`src/inc/sssu_pkg.sv`:
```
// package: opcodes, widths and shift latency of the saturating shift/subtract unit
package sssu_pkg;
  localparam int WORD_W       = 32;  // integer operand width
  localparam int LONG_W       = 40;  // long operand width
  localparam int HALF_W       = 16;  // packed halfword width
  localparam int SHIFT_MAX    = 31;  // count clamp magnitude
  localparam int SHIFT_LAT    = 2;   // shift: execute stages to destination
  // operation select
  typedef enum logic [2:0] {
    SSSU_OP_NONE  = 3'h0,
    SSSU_OP_SHVL  = 3'h1,  // variable_shift_left_sat
    SSSU_OP_SHVR  = 3'h2,  // variable_shift_right_sat
    SSSU_OP_SUB32 = 3'h3,  // signed_subtract_sat, int result
    SSSU_OP_SUB40 = 3'h4,  // signed_subtract_sat, long result
    SSSU_OP_SUB2  = 3'h5   // dual_halfword_subtract_sat
  } sssu_op_t;
endpackage

```
`src/inc/sssu_shift_if.sv`:
```
// interface: request and answer between the top and the shift pipe
`timescale 1ns/1ns
interface sssu_shift_if;
  logic        req;     // shift issued, condition passed
  logic        right;   // right-shift variant
  logic [31:0] src2;    // value to shift
  logic [31:0] src1;    // signed shift count
  logic [4:0]  dst_idx; // destination tag
  logic        done;    // destination write pulse
  logic [31:0] result;  // shifted, saturated value
  logic [4:0]  res_idx; // destination tag of result
  logic        sat;     // result was clamped
  modport top  (output req, right, src2, src1, dst_idx,
                input done, result, res_idx, sat);
  modport pipe (input req, right, src2, src1, dst_idx,
                output done, result, res_idx, sat);
endinterface

```
`src/rtl/sssu_shift_pipe.sv`:
```
// two-stage saturating variable shift pipe
`timescale 1ns/1ns
module sssu_shift_pipe (
  input  wire logic   mclk,
  input  wire logic   arst_n,
  sssu_shift_if.pipe  sif
);
  // stage 1 registers
  logic        s1_v;
  logic [31:0] s1_res;
  logic [4:0]  s1_idx;
  logic        s1_sat;
  logic        next_s1_v;
  logic [31:0] next_s1_res;
  logic        next_s1_sat;
  // stage 2 registers drive the answer
  logic        s2_v;
  logic [31:0] s2_res;
  logic [4:0]  s2_idx;
  logic        s2_sat;

  // count clamp, direction, shift and saturate in stage one
  always_comb begin
    logic signed [31:0] cnt;
    logic signed [31:0] lim;
    logic [4:0]         mag;
    logic signed [63:0] wide;
    logic signed [31:0] sv;
    cnt  = signed'(sif.src1);
    lim  = 32'(sssu_pkg::SHIFT_MAX);
    mag  = 5'h00;
    wide = 64'h0;
    sv   = signed'(sif.src2);
    next_s1_sat = 1'b0;
    if (cnt > lim) begin
      cnt = lim;  // [RULE1] [RULE6]
    end else if (cnt < -lim) begin
      cnt = -lim;  // [RULE1] [RULE6]
    end
    // the right variant just inverts the count direction
    if (sif.right) begin
      cnt = -cnt;  // [RULE5]
    end
    if (cnt < 0) begin
      mag = 5'(-cnt);
      next_s1_res = 32'(sv >>> mag);  // [RULE2] [RULE5]
    end else begin
      mag  = 5'(cnt);
      wide = 64'(sv) <<< mag;
      // saturate unless the wide value fits in 32 signed bits
      if (wide > 64'sh0000_0000_7FFF_FFFF) begin
        next_s1_res = 32'h7FFF_FFFF;  // [RULE3] [RULE7]
        next_s1_sat = 1'b1;
      end else if (wide < -64'sh0000_0000_8000_0000) begin
        next_s1_res = 32'h8000_0000;  // [RULE3] [RULE7]
        next_s1_sat = 1'b1;
      end else begin
        next_s1_res = wide[31:0];  // [RULE3] [RULE7]
      end
    end
    next_s1_v = sif.req;
  end

  // pipe registers, destination leaves after stage two
  always_ff @(posedge mclk or negedge arst_n) begin
    if (!arst_n) begin
      s1_v   <= 1'b0;
      s1_res <= 32'h0000_0000;
      s1_idx <= 5'h00;
      s1_sat <= 1'b0;
      s2_v   <= 1'b0;
      s2_res <= 32'h0000_0000;
      s2_idx <= 5'h00;
      s2_sat <= 1'b0;
    end else begin
      s1_v   <= next_s1_v;
      s1_res <= next_s1_res;
      s1_idx <= sif.dst_idx;
      s1_sat <= next_s1_sat & next_s1_v;
      s2_v   <= s1_v;  // [RULE15]
      s2_res <= s1_res;
      s2_idx <= s1_idx;
      s2_sat <= s1_sat;
    end
  end

  assign sif.done    = s2_v;
  assign sif.result  = s2_res;
  assign sif.res_idx = s2_idx;
  assign sif.sat     = s2_sat;
endmodule

```
`src/rtl/sssu_top.sv`:
```
// saturating shift and subtract datapath with sticky saturation flag
`timescale 1ns/1ns
// How it works
// RULE1: left shift clamps count to -31..31
// RULE2: left shift: positive left, negative arithmetic right
// RULE3: left shift saturates else truncates to 32
// RULE4: shift saturation sets sticky flag a cycle later
// RULE5: right shift: positive right, negative left
// RULE6: right shift clamps count to -31..31
// RULE7: right shift leftward result saturates to extremes
// RULE8: subtract first minus second, clamp to size
// RULE9: int result clamps to 32-bit extremes
// RULE10: long result clamps to 40-bit extremes
// RULE11: subtract clamp sets sticky flag a cycle later
// RULE12: dual subtract works on packed halfwords
// RULE13: each halfword saturates to 16-bit extremes
// RULE14: dual subtract never touches saturation flags
// RULE15: shifts take two cycles, subtracts one
// RULE16: failed condition means nothing written, no flags
module sssu_top (
  input  wire logic              mclk,
  input  wire logic              arst_n,
  input  wire sssu_pkg::sssu_op_t op,         // operation issued this cycle
  input  wire logic              cond_pass,  // condition register test
  input  wire logic [39:0]       src1,       // first operand, long in 39:0
  input  wire logic [39:0]       src2,       // second operand
  input  wire logic [4:0]        dst_idx,    // destination register tag
  input  wire logic              sat_clr,    // clear of the sticky flag
  output logic                   wr_en,      // destination write pulse
  output logic [4:0]             wr_idx,     // destination tag
  output logic [39:0]            wr_data,    // destination value
  output logic                   wr_long,    // write is a 40-bit long
  output logic                   sat_flag,   // sticky saturation flag
  output logic                   sat_unit    // per-unit status event
);
  sssu_shift_if sif ();
  // single-cycle subtract result and pending flag
  logic        sub_v;
  logic [39:0] sub_res;
  logic [4:0]  sub_idx;
  logic        sub_long;
  logic        sub_sat;
  logic        next_sub_v;
  logic [39:0] next_sub_res;
  logic        next_sub_long;
  logic        next_sub_sat;
  // sticky flag state
  logic        sat_pend;   // write happened, flag set next cycle
  logic        next_sat_pend;
  logic        next_sat_flag;
  logic        is_shift;

  // a failed condition never reaches either unit
  assign is_shift = cond_pass && (op == sssu_pkg::SSSU_OP_SHVL ||
                                  op == sssu_pkg::SSSU_OP_SHVR);  // [RULE16]
  assign sif.req     = is_shift;
  assign sif.right   = (op == sssu_pkg::SSSU_OP_SHVR);
  assign sif.src2    = src2[31:0];
  assign sif.src1    = src1[31:0];
  assign sif.dst_idx = dst_idx;

  sssu_shift_pipe u_shift (
    .mclk   (mclk),
    .arst_n (arst_n),
    .sif    (sif)
  );

  // clamped packed halfword differences, one slice per half
  wire logic [31:0] half_res;

  // per-halfword differences; each half saturates on its own
  // and never feeds the sticky flag, unlike the 32/40-bit paths
  for (genvar h = 0; h < 2; h++) begin : g_half
    logic signed [16:0] dh;  // raw 17-bit halfword difference
    assign dh = 17'(signed'(src1[h*16 +: 16]))
              - 17'(signed'(src2[h*16 +: 16]));  // [RULE12]
    // clamp to the signed 16-bit extremes
    assign half_res[h*16 +: 16] =
      (dh > 17'sh0_7FFF)  ? 16'h7FFF :  // [RULE13]
      (dh < -17'sh0_8000) ? 16'h8000 :  // [RULE13]
      dh[15:0];
  end

  // subtract paths: 32-bit, 40-bit and dual halfword
  always_comb begin
    logic signed [40:0] d41;
    logic signed [32:0] d33;
    d41 = 41'(signed'(src1)) - 41'(signed'(src2));
    d33 = 33'(signed'(src1[31:0])) - 33'(signed'(src2[31:0]));
    next_sub_res  = 40'h00_0000_0000;
    next_sub_sat  = 1'b0;
    next_sub_long = 1'b0;
    next_sub_v    = cond_pass;  // [RULE16]
    case (op)
      sssu_pkg::SSSU_OP_SUB32: begin
        // int result: first minus second, clamp to 32 bits
        if (d33 > 33'sh0_7FFF_FFFF) begin
          next_sub_res = 40'h00_7FFF_FFFF;  // [RULE8] [RULE9]
          next_sub_sat = 1'b1;
        end else if (d33 < -33'sh0_8000_0000) begin
          next_sub_res = 40'h00_8000_0000;  // [RULE9]
          next_sub_sat = 1'b1;
        end else begin
          next_sub_res = {8'h00, d33[31:0]};
        end
      end
      sssu_pkg::SSSU_OP_SUB40: begin
        next_sub_long = 1'b1;
        if (d41 > 41'sh000_7F_FFFF_FFFF) begin
          next_sub_res = 40'h7F_FFFF_FFFF;  // [RULE8] [RULE10]
          next_sub_sat = 1'b1;
        end else if (d41 < -41'sh000_80_0000_0000) begin
          next_sub_res = 40'h80_0000_0000;  // [RULE10]
          next_sub_sat = 1'b1;
        end else begin
          next_sub_res = d41[39:0];
        end
      end
      sssu_pkg::SSSU_OP_SUB2: begin
        // halves arrive clamped; flags stay untouched
        next_sub_res = {8'h00, half_res};  // [RULE12] [RULE13]
        next_sub_sat = 1'b0;  // [RULE14]
      end
      default: begin
        next_sub_v = 1'b0;  // shifts or no operation
      end
    endcase
  end

  // sticky flag: set wins over a clear in the same cycle.
  // timeline: write cycle, then pending, then flag visible,
  // so the flag trails the register file update by one cycle.
  // the per-unit event is the pending stage, one cycle ahead.
  always_comb begin
    next_sat_pend = (sub_v && sub_sat) ||
                    (sif.done && sif.sat);  // [RULE4] [RULE11]
    next_sat_flag = sat_flag;
    if (sat_clr) begin
      next_sat_flag = 1'b0;
    end
    if (sat_pend) begin
      next_sat_flag = 1'b1;  // [RULE4] [RULE11]
    end
  end

  // subtract result register gives single-cycle latency
  always_ff @(posedge mclk or negedge arst_n) begin
    if (!arst_n) begin
      sub_v    <= 1'b0;
      sub_res  <= 40'h00_0000_0000;
      sub_idx  <= 5'h00;
      sub_long <= 1'b0;
      sub_sat  <= 1'b0;
      sat_pend <= 1'b0;
      sat_flag <= 1'b0;
    end else begin
      sub_v    <= next_sub_v;  // [RULE15]
      sub_res  <= next_sub_res;
      sub_idx  <= dst_idx;
      sub_long <= next_sub_long;
      sub_sat  <= next_sub_sat;
      sat_pend <= next_sat_pend;
      sat_flag <= next_sat_flag;
    end
  end

  // write port; the subtract wins when both finish together.
  // the issuing pipeline avoids that collision by scheduling,
  // so a shift result would be lost rather than stall here.
  always_comb begin
    if (sub_v) begin
      wr_en   = 1'b1;
      wr_idx  = sub_idx;
      wr_data = sub_res;
      wr_long = sub_long;
    end else begin
      wr_en   = sif.done;
      wr_idx  = sif.res_idx;
      wr_data = {8'h00, sif.result};
      wr_long = 1'b0;
    end
  end

  // per-unit status event alongside the sticky flag
  assign sat_unit = sat_pend;
endmodule

```
`config.mk`:
```
export PLATFORM = sky130hd
export DESIGN_NAME = sssu_top
export DESIGN_NICKNAME = d
export VERILOG_FILES = /design/src/inc/sssu_pkg.sv /design/src/inc/sssu_shift_if.sv /design/src/rtl/sssu_shift_pipe.sv /design/src/rtl/sssu_top.sv
export SDC_FILE = /design/constraint.sdc
export NUM_CORES = 1
export LEC_CHECK = 0
export ABC_AREA = 1
export BUFFER_PORTS_ARGS = -buffer_cell sky130_fd_sc_hd__buf_4
export CAP_MARGIN = 20
export CORE_MARGIN = 1.5
export CORE_UTILIZATION = 61
export CTS_CLUSTER_DIAMETER = 120
export DETAILED_ROUTE_END_ITERATION = 6
export GPL_ROUTABILITY_DRIVEN = 0
export PLACE_DENSITY = 0.83
export SLEW_MARGIN = 20
export SYNTH_ARGS = -nofsm -noshare
export SYNTH_HDL_FRONTEND = slang
export SYNTH_SLANG_ARGS = --single-unit
```
`constraint.sdc`:
```
create_clock -name mclk -period 1.27 [get_ports mclk]
set_input_delay 0.0635 -clock mclk [delete_from_list [all_inputs] [get_ports mclk]]
set_output_delay 0.0635 -clock mclk [all_outputs]
set_load 0.01 [all_outputs]
```
==> results of run 1 <==
==> stage by stage <==
| step | util | std cells | setup TNS (ns) | instance area, um^2 |
|---|---|---|---|---|
| 2_1_floorplan | - | 2005 | -107.77 | 12600 |
| 3_3_place_gp | 0.881 | 2781 | -142.32 | 17100 |
| 3_5_place_dp | 0.881 | 2781 | -152.05 | 17100 |
==> Yosys cell counts (8+ instances only) <==
library cell / n
inv_2: 11
xnor2_1: 11
o21ai_0: 173
nor3_1: 13
xor2_1: 44
buf_2: 32
nand4_1: 19
o211ai_1: 14
o21ai_1: 14
buf_4: 8
nor2_1: 107
inv_1: 172
dfrtp_1: 123
clkbuf_1: 49
a31oi_1: 18
ha_1: 44
nand2_1: 699
nand3_1: 288
a21oi_1: 95
==> cell families after synthesis <==
family	Yosys count	share of synthesized area
AO/OA/AOI/OAI	341	0.153
XOR/XNOR	57	0.0426
adder cells (fa/ha/maj)	46	0.0489
buffers and inverters	284	0.0972
flip-flops	123	0.255
AND/OR/NAND/NOR	1154	0.403
==> results.md, run 1 <==
- Cells after synthesis: 2005
- #FFs+latches synth: 123
- Hold-fix buffer count after cts: 8
- Tool error: [ERROR DPL-0038] Utilization greater than 100%, impossible to legalize
- Port-buffer cells: 140
- Fail Step: 4_1_cts
- Primary FF master, synth: dfrtp_1
- Die width: 144 um
- H-tree depth: 4
- Syn Std Cell Area: 0.0121 mm^2
- Syn Area/Cell: 6.02 um^2
- Detailed Place HPWL: 40700 um
- Num ports: 141
- Root buffer cell: clkbuf_16
- Initial core utilization: 0.620
- Leading area contributor after synthesis: dfrtp_1
- Num CTS Buffers: 17
- Clk sink count: 123
- # rows: 51
- Setup Buffers After CTS: 66
- Die Y: 144 um
- Synth warnings: 0
- Ys async rst share: 1.00
- Distinct cells, synth: 46
- Area share of the leading cell type in the synthesized netlist: 0.255
- Longest Clk Path Bufs: 2
- Seq/Total Area, Yosys: 0.255
- Post-CTS sizing: 645
- Run status: did not finish
- Ranking of synthesized cells by area: dfrtp_1 26%, nand2_1 22%, nand3_1 12%
- Mapped Nets: 2143
- Placement Setup Slack: -2.71 ns
- EDFF count, synth: 0
==> inputs of run 2 (changes only) <==
--- a/config.mk
+++ b/config.mk
@@ -9,11 +9,10 @@
 export BUFFER_PORTS_ARGS = -buffer_cell sky130_fd_sc_hd__buf_4
 export CAP_MARGIN = 20
 export CORE_MARGIN = 1.5
-export CORE_UTILIZATION = 61
-export CTS_CLUSTER_DIAMETER = 120
+export CORE_UTILIZATION = 40
 export DETAILED_ROUTE_END_ITERATION = 6
 export GPL_ROUTABILITY_DRIVEN = 0
-export PLACE_DENSITY = 0.83
+export PLACE_DENSITY_LB_ADDON = 0.15
 export SLEW_MARGIN = 20
 export SYNTH_ARGS = -nofsm -noshare
 export SYNTH_HDL_FRONTEND = slang
==> run 2 against run 1 <==
The flow now finishes, with violations (DRC, setup timing). Synthesized cell count did not move. Synthesized area unchanged.
==> results.md, run 2 <==
- Run status: complete, but fails checks
- Failing checks: DRC, setup timing
- Primary FF master, synth: dfrtp_1
- Worst Hold Depth: 4
- Crit. End Element: flop
- PD cells: 972 mW/mm^2
- WP depth: 28
- Post-route minimum period: 3.47 ns
- Clock latency on the worst-skew pair: 0.42 ns
- Worst Path Buf+Inv: 9
- Number of flip-flops in the largest register: 40
- Syn Area/Cell: 6.02 um^2 (unchanged)
- Initial antenna violation count: 2
- Clock Skew: 0.00818 ns
- Num CTS Buffers: 17 (unchanged)
- Longest Clk Path Bufs: 2 (unchanged)
- Area share of the leading cell type in the synthesized netlist: 0.255 (unchanged)
- #FFs+latches synth: 123 (unchanged)
- Syn Std Cell Area: 0.0121 mm^2 (unchanged)
- Layout cells sized above 1: 0.510
- Util after Layout: 0.763
- Ranking of synthesized cells by area: dfrtp_1 26%, nand2_1 22%, nand3_1 12%
- Port-buffer cells: 140 (unchanged)
- GR Overflow Total: 0
- Seq/Total Area, Yosys: 0.255 (unchanged)
- Vias in the first global route: 15500
- Placement Setup Slack: -2.77 ns (-0.0553 ns)
- H-tree depth: 4 (unchanged)
- CP dominant cell by count: nand2_2
- WP data arrival: 3.74 ns
- CTS tree: done
- Fin crit share: 2.73
- Final ANT Viol Nets: 0
- Most common cell after layout, fill and taps aside: buf_4
- Most frequent cells in the layout: 587 x buf_4, 496 x nand2_1, 149 x inv_1, 148 x nand3_1, 143 x nand2_2
- WHS: 0.0811 ns
- Core region area: 0.0296 mm^2
- Ys async rst share: 1.00 (unchanged)
- CP max-delay cell: ha_4
- Die width: 177 um (+23%)
- Max_slew headroom: 0.507
- Area growth from synthesis to layout: 87.4%
- Worst reg-to-reg path cell count: 3
- Detailed Place HPWL: 40500 um (-0.54%)
- First-pass GRT wire length: 83100 um
- Num ports: 141 (unchanged)
- Data required, critical path: 1.54 ns
- RSZ-0062 raised after global routing: yes
- Crit path largest cell delay: 0.31 ns
- Most flop-heavy register: sub_res
- Number of nets in the layout: 2804
- EDFF count, synth: 0 (unchanged)
- # rows: 63 (+24%)
- GRT Overall Usage: 0.343
- Leading area contributor after synthesis: dfrtp_1
- Slew Limit Fails: 0
- Worst Setup Start Kind: input port
- Worst-path maximum fanout: 8
- Top-count cell post-synth: nand2_1
- Initial core utilization: 0.407 (-0.213)
- Clk sink count: 123 (unchanged)
- Peak VDD IR: 0.766 mV
- Die area: 0.0312 mm^2
- Synth warnings: 0 (unchanged)
- First DRT Iteration DRCs: 2010
- Setup Crit Path Kind: in -> reg
- Commonest cells in the netlist: 699 x nand2_1, 288 x nand3_1, 173 x o21ai_0
- Router iterations before antenna repair: 7
- Final Hold Vio Count: 0
- Cells after synthesis: 2005 (unchanged)
- Remaining DRCs: 7
- Largest delay share family, worst path: simple AND/OR/NAND/NOR gates
- Vias: 17400
- Final worst setup slack: -2.20 ns
- Setup-failing EPs final: 120
- Max-Cap Viols: 0
- Drt total wl: 60300 um
- WL per Instance: 19.6 um
- Root buffer cell: clkbuf_16
- Worst slew pin tran: 0.732 ns
- Hold Path Class: in -> reg
- Clock-pin transition on the worst setup and hold timing paths: 0.06 ns
- Die Y: 177 um (+23%)
- Routed vias/inst: 5.67
- Mapped Nets: 2143 (unchanged)
- Fmax: 288 MHz
- Lkg Pwr: 0.0115 uW
- Largest net degree at the start of global routing: 38
- Distinct cells, synth: 46 (unchanged)
run 2: cell type report:
cell class	count	area, um^2
Sequential cell	123	3080
Inverter	187	791
Antenna cell	3	7.51
Timing Repair Buffer	738	6640
Fill cell	2043	7020
Tap cell	390	488
Clock buffer	17	425
Multi-Input combinational cell	1598	11000
Timing Repair inverter	1	6.26
Clock inverter	15	151
run 2: worst paths after layout:
check	startpoint	to	slack (ns)
setup / recovery	src1[28]	u_shift.s1_res[16]$_DFF_PN0_	-2.20
hold / removal	op[0]	sub_long$_DFF_PN0_	0.08
setup reg to reg	sub_v$_DFF_PN0_	sat_unit$_DFF_PN0_	0.16
hold reg to reg	u_shift.s1_res[5]$_DFF_PN0_	u_shift.sif.result[5]$_DFF_PN0_	0.34
max in group asynchronous	arst_n	u_shift.s1_res[25]$_DFF_PN0_	0.61
min in group asynchronous	arst_n	u_shift.s1_idx[0]$_DFF_PN0_	0.12
run 2: metrics by stage:
| stage | total power [uW] | instance area, um^2 | TNS (ns) | instances |
|---|---|---|---|---|
| floorplan | 9210 | 12600 | -107.77 | 2005 |
| global placement | 13400 | 17400 | -151.81 | 2915 |
| detailed placement | 13500 | 17400 | -152.67 | 2915 |
| CTS | 19700 | 20300 | -110.14 | 3031 |
| global route | 22900 | 22600 | -135.86 | 3069 |
| finish | 22000 | 22600 | -124.91 | 3072 |
run 2: logic make-up after synthesis:
logic type | after synthesis | synth area share
AO/OA/AOI/OAI | 341 | 0.153
XOR/XNOR | 57 | 0.0426
adder cells (fa/ha/maj) | 46 | 0.0489
buffers and inverters | 284 | 0.0972
flip-flops | 123 | 0.255
AND/OR/NAND/NOR | 1154 | 0.403
run 2: power breakdown:
| group | leakage, uW | total, uW | internal [uW] | switching (uW) |
|---|---|---|---|---|
| Sequential | 0.00153 | 4820 | 4470 | 345 |
| Clock | 0.000280 | 4770 | 2760 | 2000 |
| Combinational | 0.00964 | 12400 | 5520 | 6890 |
| Total | 0.0115 | 22000 | 12800 | 9240 |
run 2: worst reg2reg max path: cells and delay by family, from the launching register on:
| family | cells | cell delay (ns) |
|---|---|---|
| flops | 1 | 0.47 |
| compound gates | 1 | 0.21 |
| buf+inv | 2 | 0.34 |
run 2: routing by layer:
layer | track usage | up-vias | share of wire
met5 | 0 | - | 0
met4 | 0.160 | 0 | 0.059
met3 | 0.0455 | 300 | 0.11
met2 | 0.522 | 1213 | 0.44
met1 | 0.480 | 7976 | 0.39
li1 | - | 7939 | -
run 2: timing repair:
item / in CTS / in global routing
endpoints found under the hold margin: 130 / 0
buffers inserted: 65 / 42
hold buffers: 8 / 0
gates cloned: 12 / 10
resized for setup: 390 / 464
endpoints found under the setup margin: 120 / 120
pin swaps: 102 / 153
No activity file was read; power rests on OpenSTA's default activity.
